## src/include/asrc_consts.svh

```systemverilog
// Timing counts and widths for the asynchronous SRAM controller
`ifndef ASRC_CONSTS_SVH
`define ASRC_CONSTS_SVH
`define ASRC_CLK_PERIOD_NS     50
`define ASRC_ADDR_W            15
`define ASRC_DATA_W            8
// Fast grade figures, ns
`define ASRC_T_RC_NS           25
`define ASRC_T_AA_NS           25
`define ASRC_T_WC_NS           25
`define ASRC_T_PWE_NS          15
`define ASRC_T_AW_NS           15
`define ASRC_T_SD_NS           12
`define ASRC_T_HZOE_NS         12
`define ASRC_T_HA_NS           0
`define ASRC_T_HD_NS           0
`define ASRC_CYC_MIN(ns)       (((ns) + `ASRC_CLK_PERIOD_NS - 1) / `ASRC_CLK_PERIOD_NS)
`define ASRC_CYC(ns)           ((`ASRC_CYC_MIN(ns) < 1) ? 1 : `ASRC_CYC_MIN(ns))
`endif

```

## src/include/asrc_pkg.sv

```systemverilog
// Types for the asynchronous SRAM controller
package asrc_pkg;
  typedef enum logic [2:0] {
    ASRC_IDLE  = 3'h0,
    ASRC_RD    = 3'h1,
    ASRC_RDEND = 3'h3,
    ASRC_WSET  = 3'h2,
    ASRC_WR    = 3'h6,
    ASRC_WEND  = 3'h7
  } asrc_state_t;
endpackage
```

## src/design/asrc_ctrl.sv

```systemverilog
// Host-side controller driving a 32K x 8 asynchronous static RAM
// Overview of operation
// RL1 - Write enable stays high for the whole of every read cycle.
// RL2 - With the memory kept selected, only the address changes between reads; the controller raises chip select after every read instead.
// RL3 - The address is valid no later than the falling edge of chip select.
// RL4 - The memory writes only while chip select and write enable are both low.
// RL5 - A write starts with all controls active and ends when one of them rises.
// RL6 - Data setup and hold are timed from the edge that ends the write.
// RL7 - Write data is valid at least 12 ns before the write-ending edge.
// RL8 - Write data stays stable until the write-ending edge and beyond.
// RL9 - The address is valid at least 15 ns before the write-ending edge.
// RL10 - The address does not change until after the write-ending edge.
// RL11 - With output enable high in a write the memory floats its data pins.
// RL12 - The memory holds 32768 bytes on a 15-bit address and 8-bit data bus.
// RL13 - With chip select high the memory is deselected and floats its pins.
// RL14 - Chip select low, write enable high and output enable low give read data.
// RL15 - A read returns the byte last written to that location.
// RL16 - The host releases the data pins before asserting output enable.
`timescale 1ns/1ps
`default_nettype none
`include "asrc_consts.svh"
module asrc_ctrl
  import asrc_pkg::*;
#(
  parameter int AW = `ASRC_ADDR_W,
  parameter int DW = `ASRC_DATA_W
) (
  input  wire logic          CLK,
  input  wire logic          RST_B,
  // Request side
  input  wire logic          REQ_VALID,
  input  wire logic          REQ_WRITE,
  input  wire logic [AW-1:0] REQ_ADDR,
  input  wire logic [DW-1:0] REQ_WDATA,
  output logic               REQ_READY,
  output logic               RSP_VALID,
  output logic [DW-1:0]      RSP_RDATA,
  // Memory pins
  output logic [AW-1:0]      ADDR_IN,
  output logic               CS_B,
  output logic               OE_B,
  output logic               WE_B,
  input  wire logic [DW-1:0] DATA_IO_I,
  output logic [DW-1:0]      DATA_IO_O,
  output logic               DATA_IO_OE
);
  localparam int CW     = 4;
  localparam int RD_CYC = `ASRC_CYC(`ASRC_T_AA_NS) + 1;
  localparam int WS_CYC = `ASRC_CYC(`ASRC_T_AW_NS - `ASRC_T_PWE_NS);
  localparam int WE_CYC = `ASRC_CYC(`ASRC_T_PWE_NS);
  localparam int WH_CYC = `ASRC_CYC(`ASRC_T_HD_NS);
  localparam int TA_CYC = `ASRC_CYC(`ASRC_T_HZOE_NS);

  if (AW != 15 || DW != 8) begin
    $error("asrc_ctrl: memory is 32K x 8");
  end
  if (RD_CYC + 2 >= (1 << CW)) begin
    $error("asrc_ctrl: counter too narrow");
  end

  // ==========================================================
  // Input sampling of the data pins
  // ==========================================================
  logic [DW-1:0] din_s1_ff;
  logic [DW-1:0] din_s2_ff;
  logic [DW-1:0] din_s3_ff;
  always_ff @(posedge CLK) begin
    if (!RST_B) begin
      din_s1_ff <= '0;
      din_s2_ff <= '0;
      din_s3_ff <= '0;
    end else begin
      din_s1_ff <= DATA_IO_I;
      din_s2_ff <= din_s1_ff;
      din_s3_ff <= din_s2_ff;
    end
  end

  // ==========================================================
  // Phase timer
  // ==========================================================
  logic          tmr_load;
  logic [CW-1:0] tmr_count;
  logic          tmr_done;
  asrc_wait #(.W(CW)) u_wait (
    .clk   (CLK),
    .rst_b (RST_B),
    .load  (tmr_load),
    .count (tmr_count),
    .done  (tmr_done)
  );

  // ==========================================================
  // Sequencer
  // ==========================================================
  asrc_state_t   state_ff;
  asrc_state_t   nxt_state;
  logic          take;
  logic          last_wr_ff;
  assign take      = REQ_VALID && REQ_READY;
  assign REQ_READY = (state_ff == ASRC_IDLE) && tmr_done;

  always_comb begin
    nxt_state = state_ff;
    tmr_load  = 1'b0;
    tmr_count = '0;
    case (state_ff)
      ASRC_IDLE: begin
        if (take && REQ_WRITE) begin
          nxt_state = ASRC_WSET;
          tmr_load  = 1'b1;
          tmr_count = CW'(WS_CYC);
        end else if (take) begin
          nxt_state = ASRC_RD;
          tmr_load  = 1'b1;
          tmr_count = CW'(RD_CYC + 2);
        end
      end
      ASRC_RD: begin
        if (tmr_done) begin
          nxt_state = ASRC_RDEND;
          tmr_load  = 1'b1;
          tmr_count = CW'(TA_CYC);
        end
      end
      ASRC_RDEND: begin
        nxt_state = ASRC_IDLE;
      end
      ASRC_WSET: begin
        if (tmr_done) begin
          nxt_state = ASRC_WR;
          tmr_load  = 1'b1;
          tmr_count = CW'(WE_CYC);
        end
      end
      ASRC_WR: begin
        if (tmr_done) begin
          nxt_state = ASRC_WEND;
          tmr_load  = 1'b1;
          tmr_count = CW'(WH_CYC);
        end
      end
      ASRC_WEND: begin
        if (tmr_done) begin
          nxt_state = ASRC_IDLE;
        end
      end
      default: begin
        nxt_state = ASRC_IDLE;
      end
    endcase
  end

  always_ff @(posedge CLK) begin
    if (!RST_B) begin
      state_ff <= ASRC_IDLE;
    end else begin
      state_ff <= nxt_state;
    end
  end

  // Address and data registers held through the whole cycle
  always_ff @(posedge CLK) begin
    if (!RST_B) begin
      ADDR_IN    <= '0;
      DATA_IO_O  <= '0;
      last_wr_ff <= 1'b0;
    end else if (take) begin
      ADDR_IN    <= REQ_ADDR;  // [RL3] [RL9] [RL10]
      last_wr_ff <= REQ_WRITE;
      if (REQ_WRITE) begin
        DATA_IO_O <= REQ_WDATA;  // [RL7] [RL8]
      end
    end
  end

  // ==========================================================
  // Memory control pins
  // ==========================================================
  // Chip select falls with the address, never before it
  always_ff @(posedge CLK) begin
    if (!RST_B) begin
      CS_B <= 1'b1;
    end else begin
      CS_B <= !(nxt_state == ASRC_RD || nxt_state == ASRC_WSET
                || nxt_state == ASRC_WR || nxt_state == ASRC_WEND);  // [RL2] [RL3] [RL13]
    end
  end

  always_ff @(posedge CLK) begin
    if (!RST_B) begin
      WE_B <= 1'b1;
    end else begin
      WE_B <= !(nxt_state == ASRC_WR);  // [RL1] [RL4] [RL5] [RL6]
    end
  end

  // Output enable only after the host has let go of the bus
  always_ff @(posedge CLK) begin
    if (!RST_B) begin
      OE_B <= 1'b1;
    end else begin
      OE_B <= !(state_ff == ASRC_RD && nxt_state == ASRC_RD);  // [RL14] [RL16]
    end
  end

  always_ff @(posedge CLK) begin
    if (!RST_B) begin
      DATA_IO_OE <= 1'b0;
    end else begin
      DATA_IO_OE <= (nxt_state == ASRC_WSET || nxt_state == ASRC_WR
                     || nxt_state == ASRC_WEND);  // [RL11] [RL16]
    end
  end

  // ==========================================================
  // Read response
  // ==========================================================
  always_ff @(posedge CLK) begin
    if (!RST_B) begin
      RSP_VALID <= 1'b0;
      RSP_RDATA <= '0;
    end else begin
      RSP_VALID <= 1'b0;
      if (state_ff == ASRC_RD && tmr_done && !last_wr_ff) begin
        RSP_VALID <= 1'b1;
        RSP_RDATA <= din_s3_ff;  // [RL12] [RL15]
      end
    end
  end
endmodule
`default_nettype wire

```

## src/design/asrc_wait.sv

```systemverilog
// Down counter that times one phase of a memory cycle
`timescale 1ns/1ps
`default_nettype none
module asrc_wait #(
  parameter int W = 4
) (
  input  wire logic         clk,
  input  wire logic         rst_b,
  input  wire logic         load,
  input  wire logic [W-1:0] count,
  output logic              done
);
  logic [W-1:0] cnt_ff;
  if (W < 1) begin
    $error("asrc_wait: W must be positive");
  end
  always_ff @(posedge clk) begin
    if (!rst_b) begin
      cnt_ff <= '0;
    end else if (load) begin
      cnt_ff <= count;
    end else if (cnt_ff != '0) begin
      cnt_ff <= cnt_ff - 1'b1;
    end
  end
  // Done from the count alone, so ready never loops back through load
  assign done = (cnt_ff == '0);
endmodule
`default_nettype wire

```

## config.mk

```make
export PLATFORM = sky130hd
export DESIGN_NAME = asrc_ctrl
export DESIGN_NICKNAME = d
export VERILOG_FILES = /design/src/include/asrc_pkg.sv /design/src/design/asrc_ctrl.sv /design/src/design/asrc_wait.sv
export VERILOG_INCLUDE_DIRS = /design/src /design/src/include
export SDC_FILE = /design/constraint.sdc
export NUM_CORES = 1
export LEC_CHECK = 0
export ABC_CLOCK_PERIOD_IN_PS = 4800
export BUFFER_PORTS_ARGS = -buffer_cell sky130_fd_sc_hd__buf_4
export CAP_MARGIN = 10
export CORE_ASPECT_RATIO = 0.9
export CORE_MARGIN = 1.5
export CORE_UTILIZATION = 50
export DETAILED_ROUTE_END_ITERATION = 10
export HOLD_SLACK_MARGIN = 0.03
export MAX_ROUTING_LAYER = met4
export PLACE_DENSITY = 0.79
export RECOVER_POWER = 100
export REMOVE_ABC_BUFFERS = 1
export SLEW_MARGIN = 10
export SYNTH_ARGS = -nofsm -noshare
export SYNTH_HDL_FRONTEND = slang
export SYNTH_HIERARCHICAL = 1
export SYNTH_SLANG_ARGS = --single-unit
```

## constraint.sdc

```tcl
create_clock -name CLK -period 4.8 [get_ports CLK]
set_input_delay 0.96 -clock CLK [delete_from_list [all_inputs] [get_ports CLK]]
set_output_delay 0.96 -clock CLK [all_outputs]
set_load 0.02 [all_outputs]
```

==> impl_metrics.ini, run 1 <==
[grt]
grt_first_pass_wirelength_mm = 8.100
grtUsageTotal_pct = 19.19
grt_pass1_vias = 1887
antenna_found_initial = 0
grt_start_max_net_pins = 101
grt_remaining_overflow = 0

[logic_synthesis]
synthMostInstantiatedCell = sky130_fd_sc_hd__dfxtp_1
yosysSeqAreaShare_pct = 52.46
synth.cell_area_sq_mm = 0.002595
synth_area_leaders = sky130_fd_sc_hd__dfxtp_1 (52%), sky130_fd_sc_hd__mux2i_1 (12%), sky130_fd_sc_hd__nand2_1 (9.7%)
synth-async-reset-ratio_pct = 0
most_frequently_used_flop_master_after_synthesis = sky130_fd_sc_hd__dfxtp_1
syn_area_per_cell_sq_um = 9.942
synthesis.yosys.warnings = 6
synth_top_cells_by_count = sky130_fd_sc_hd__dfxtp_1 (68), sky130_fd_sc_hd__nand2_1 (67), sky130_fd_sc_hd__mux2i_1 (32)
post-synth-top-area-cell = sky130_fd_sc_hd__dfxtp_1
netlist_instances = 261
synth-seq-cells = 68
synth-edff-count = 0
synth_top_area_share_pct = 52.46
netlist-cell-type-count = 41

[sta]
timing.hold.ws_ps = 431.8
final.setup.tns_ps = 0
relSlewSlack_pct = 7.653
worst_pin_slew_ps = 1384
worst_clock_skew_ps = 7.120
post_route_setup_slack_ps = 1448
finalCritPeriodShare_pct = 69.83
fmax_mhz = 298.4
setup_repair_after_global_routing_missed_its_margin = no
timing.final.setup_violations = 0
maxSlewViolCount = 0
final_period_minus_worst_setup_slack_ps = 3352
final-hold-violation-count = 0

[detailed_routing]
detailroute.via_count = 1906
drt-initial-drc-count = 80
number_of_iterations_in_the_first_detailed_routing_pass = 4
vias_per_cell = 4.801
drcViolationCount = 0
ant_nets = 0
postRouteWirelength_mm = 4.764
routedWlPerCell_um = 12.00

[critical_path]
maximum_fanout_encountered_on_the_critical_timing_path = 17
cpMaxStageDelayCell = sky130_fd_sc_hd__and2_0
worstSetupStartpointType = register
worstPathCellList = inv_1, ha_1, nor3b_4, nor4b_1, and2_0, nor2b_1, nand2b_1, o211a_1
criticalPathCategory = reg -> reg
worst-endpoint-arrival_ps = 3620
cp.required_ps = 5070
end_kind = register
largest_stage_delay_worst_path_ps = 1140

[clocking]
path_clk_slew_ps = 60
tritoncts = yes
root_buffer = sky130_fd_sc_hd__clkbuf_8
cts.sink_count = 68
cts-buffers-inserted = 9
resized_after_cts = 0
clk_latency_ps = 330
cts-htree-levels = 3
hold_fix_buffers_at_cts = 0
clk_path_buf_depth = 2
postCtsSetupBuffers = 0

[run]
max-cap-violations = 0

[finish]
multi_input_comb_area_sq_mm = 0.001102
post_layout_nonfiller_instances = 397
post_layout_util_pct = 63.57
fraction_of_layout_instances_using_a_drive_strength_above_1_pct = 15.96
final_net_count = 363
regArea_sq_mm = 0.001361
diodes = 0
area.growth.synth_to_final_pct = 20.64
final.fill_count = 443

[floorplan]
die_w_um = 78.94
fp.coreArea_sq_mm = 0.004925
die_area_sq_mm = 0.005632
ios = 72
initial_utilization_pct = 52.69
die_y_um = 71.35
rows = 24

[placement]
placed_cells_incl_taps = 381
detailedPlacementHpwl_mm = 3.076
pre_cts_ws_ps = 2173
io_buf_count = 71
gp_congestion = 0.7804

[pwr]
vdd_ir_drop_max_mv = 0.3258
cellPowerDensity_mw_per_mm2 = 509.9
p_leak_nw = 1.246

[outcome]
run_status = finished clean

[min_path]
holdCritPathClass = reg -> reg
==> stage by stage <==
step | area, sq um | total power, mW
2_1_floorplan | 2492 | 1.060
3_3_place_gp | 3107 | 1.221
3_5_place_dp | 3107 | 1.234
4_1_cts | 3291 | 1.673
5_1_grt | 3131 | 1.685
6_report | 3131 | 1.596
==> flip-flops by register name, indices dropped and copies added, names as in the netlist <==
register       cells
WE_B               1
last_wr_ff         1
din_s3_ff          8
OE_B               1
CS_B               1
din_s2_ff          8
din_s1_ff          8
RSP_RDATA          8
state_ff           3
RSP_VALID          1
ADDR_IN           15
u_wait/cnt_ff      4
DATA_IO_O          8
DATA_IO_OE         1
==> cell families (layout without fill, tap and decap cells) <==
logic type	Yosys count	count (layout)	synth area share [%]
XOR/XNOR	4	4	1.350
flip-flops	68	68	52.46
AND/OR/NAND/NOR	116	116	23.19
buffers and inverters	19	89	4.388
AO/OA/AOI/OAI	19	19	5.207
multiplexers	33	33	12.78
adder cells (fa/ha/maj)	1	1	0.4821
other	1	2	0.1445
==> critical path, delay by kind of cell (launching register included) <==
kind	cells	cell delay (ps)
AO/OA/AOI/OAI	1	140
buffers and inverters	1	90
adder cells (fa/ha/maj)	1	190
flip-flops	1	320
AND/OR/NAND/NOR	5	2560
==> where the power goes <==
group	total (mW)	internal [mW]	switching, mW
combinational	0.464	0.200	0.265
clock	0.437	0.237	0.199
sequential	0.695	0.642	0.0540
total	1.60	1.08	0.518
==> routing by layer <==
metal	part of all wire, %	vias to the layer above	track usage [%]
met4	0.80	0	4.678
met5	0	-	-
met2	50	47	33.05
met1	43	873	20.77
met3	5.7	6	7.771
li1	-	980	-
==> final cells by class <==
cell class | instances | share of cell area [%]
tap | 65 | 2.598
timing repair buffer | 71 | 12.59
multi-input combinational | 175 | 35.21
clock buffer | 11 | 4.197
clock inverter | 5 | 1.679
inverter | 2 | 0.2398
sequential | 68 | 43.49
==> final timing paths <==
check	startpoint	end	slack, ps	cells after the start
min	din_s2_ff[5]	din_s3_ff[5]	430	1
max reg2reg	u_wait/cnt_ff[0]	u_wait/cnt_ff[2]	1450	8
min reg2reg	din_s2_ff[5]	din_s3_ff[5]	430	1
max	u_wait/cnt_ff[0]	u_wait/cnt_ff[2]	1450	8
==> cell usage in the layout (no fill, tap or decap), types with 3 or more instances in the layout <==
master / netlist / layout
sky130_fd_sc_hd__nand2b_1: 6 / 6
sky130_fd_sc_hd__mux2i_1: 32 / 32
sky130_fd_sc_hd__dfxtp_1: 68 / 68
sky130_fd_sc_hd__a21oi_1: 3 / 3
sky130_fd_sc_hd__buf_4: 2 / 34
sky130_fd_sc_hd__and2_0: 0 / 8
sky130_fd_sc_hd__o21ai_0: 3 / 5
sky130_fd_sc_hd__clkinv_2: 0 / 3
sky130_fd_sc_hd__clkbuf_1: 11 / 39
sky130_fd_sc_hd__clkbuf_8: 0 / 9
sky130_fd_sc_hd__nand2_1: 67 / 67
sky130_fd_sc_hd__and2_1: 25 / 18
sky130_fd_sc_hd__xnor2_1: 3 / 3
sky130_fd_sc_hd__nand3_1: 3 / 3
Note: power is estimated with default switching activity, not from simulation.
==> run 2: changes to the inputs <==
ABC_CLOCK_PERIOD_IN_PS = 3150   (was 4800)
clock period = 3.15 ns   (was 4.8 ns; I/O delays follow)
==> run 2 against run 1 <==
Net effect:
- clock skew about the same
- final area grew 2.2%
- sequential power is 53% higher
- first-iteration DRC count decreased by 41%
- routed wire length decreased by 3.9%
- total power increased by 62%
- worst hold slack gained 0.77 ps
- via count decreased by 0.94%
- die area did not move
- critical path type is now reg -> out
==> impl_metrics.ini, run 2 (synthesis results as in run 1) <==
[sta]
final.setup.tns_ps = 0
maxSlewViolCount = 0
fmax_mhz = 358.0
finalCritPeriodShare_pct = 88.67
worst_clock_skew_ps = 7.389
final_period_minus_worst_setup_slack_ps = 2793
final-hold-violation-count = 0
worst_pin_slew_ps = 1166
setup_repair_after_global_routing_missed_its_margin = no
timing.final.setup_violations = 0
relSlewSlack_pct = 22.29
timing.hold.ws_ps = 432.6

[placement]
gp_congestion = 0.7980
placed_cells_incl_taps = 382
io_buf_count = 71
detailedPlacementHpwl_mm = 3.045

[finish]
final_cell_mix = sky130_fd_sc_hd__dfxtp_1 (68), sky130_fd_sc_hd__nand2_1 (67), sky130_fd_sc_hd__clkbuf_1 (38), sky130_fd_sc_hd__buf_4 (33), sky130_fd_sc_hd__mux2i_1 (32)
area.growth.synth_to_final_pct = 23.34
layout_commonest_cell = sky130_fd_sc_hd__dfxtp_1
registers.top_by_ff_count = ADDR_IN
post_layout_util_pct = 64.99
diodes = 0
final_net_count = 364
final.fill_count = 444
largest_register_ff_count = 15
multi_input_comb_area_sq_mm = 0.001120
regArea_sq_mm = 0.001361
fraction_of_layout_instances_using_a_drive_strength_above_1_pct = 17.12
post_layout_nonfiller_instances = 398

[floorplan]
die_y_um = 71.35
ios = 72
die_area_sq_mm = 0.005632
rows = 24
die_w_um = 78.94
fp.coreArea_sq_mm = 0.004925
initial_utilization_pct = 52.69

[critical_path]
worstPathCellList = inv_1, ha_1, nor3b_4, nor4b_4, clkbuf_1
worst-endpoint-arrival_ps = 2160
cp.required_ps = 2520
cpMaxStageDelayCell = sky130_fd_sc_hd__nor3b_4
end_kind = output port
maximum_fanout_encountered_on_the_critical_timing_path = 15
worstSetupStartpointType = register
criticalPathCategory = reg -> out
largest_stage_delay_worst_path_ps = 550

[detailed_routing]
ant_nets = 0
number_of_iterations_in_the_first_detailed_routing_pass = 4
drcViolationCount = 0
drt-initial-drc-count = 47
routedWlPerCell_um = 11.50
vias_per_cell = 4.744
detailroute.via_count = 1888
postRouteWirelength_mm = 4.576

[min_path]
holdCritPathClass = reg -> reg

[pwr]
vdd_ir_drop_max_mv = 0.4075
cellPowerDensity_mw_per_mm2 = 809.9
p_leak_nw = 1.279
total_power_mw = 2.592

[clocking]
clk_path_buf_depth = 2
root_buffer = sky130_fd_sc_hd__clkbuf_8
tritoncts = yes
resized_after_cts = 0
cts-htree-levels = 3
clk_latency_ps = 340
cts.sink_count = 68
path_clk_slew_ps = 70
cts-buffers-inserted = 9
postCtsSetupBuffers = 0
hold_fix_buffers_at_cts = 0

[run]
max-cap-violations = 0

[grt]
grt_first_pass_wirelength_mm = 7.631
grt_pass1_vias = 1828
grt_start_max_net_pins = 74
antenna_found_initial = 0
grt_remaining_overflow = 0
grtUsageTotal_pct = 18.40

[outcome]
run_status = finished clean
[run 2: changes by cell type in the layout (fill, tap and decap cells not counted), moves of 2 or more]
cell | before | now
sky130_fd_sc_hd__clkbuf_8 | 9 | 11
sky130_fd_sc_hd__clkinv_2 | 3 | 0
sky130_fd_sc_hd__and2_0 | 8 | 3
sky130_fd_sc_hd__and2_1 | 18 | 22
[run 2: where the power goes]
group / internal [mW] / leakage [nW] / switching [mW]
clock: 0.490 / 0.112 / 0.321
sequential: 0.977 / 0.556 / 0.0839
combinational: 0.318 / 0.612 / 0.402
total: 1.78 / 1.28 / 0.807
[run 2: worst paths after layout]
path / from / to / slack (ps) / cells past startpoint
hold / removal: din_s2_ff[0] / din_s3_ff[0] / 430 / 1
setup reg to reg: u_wait/cnt_ff[0] / u_wait/cnt_ff[0] / 640 / 8
hold reg to reg: din_s2_ff[0] / din_s3_ff[0] / 430 / 1
setup / recovery: u_wait/cnt_ff[0] / REQ_READY / 360 / 5
[run 2: area by class of cell]
cell class	count	share of cell area, %
clock inverters	5	2.619
clock buffers	11	4.730
flip-flops and latches	68	42.53
well taps	65	2.541
multi-input cells	175	34.99
repair buffers	72	12.35
inverters	2	0.2346
[run 2: routing by layer]
metal  track usage, %  wire length (um)  vias to the layer above
li1                 -                 -                      991
met1            18.80              2049                      834
met2            31.03              2180                       57
met3            8.917               292                        6
met4            6.238                53                        0
met5                -                 0                        -
[run 2: critical path: cells and delay by family, from the launching register on]
| kind | cells | cell delay (ps) |
|---|---|---|
| adders and majority gates | 1 | 200 |
| DFF | 1 | 330 |
| buffers and inverters | 2 | 360 |
| and+or+nand+nor | 2 | 950 |
[run 2: per-stage QoR]
step | setup WS, ps | instance area (sq um)
finish | 356.9 | 3201
global route | 171.7 | 3201
CTS | 413.5 | 3349
detailed placement | 686.0 | 3114
global placement | 837.0 | 3114
floorplan | 877.5 | 2492
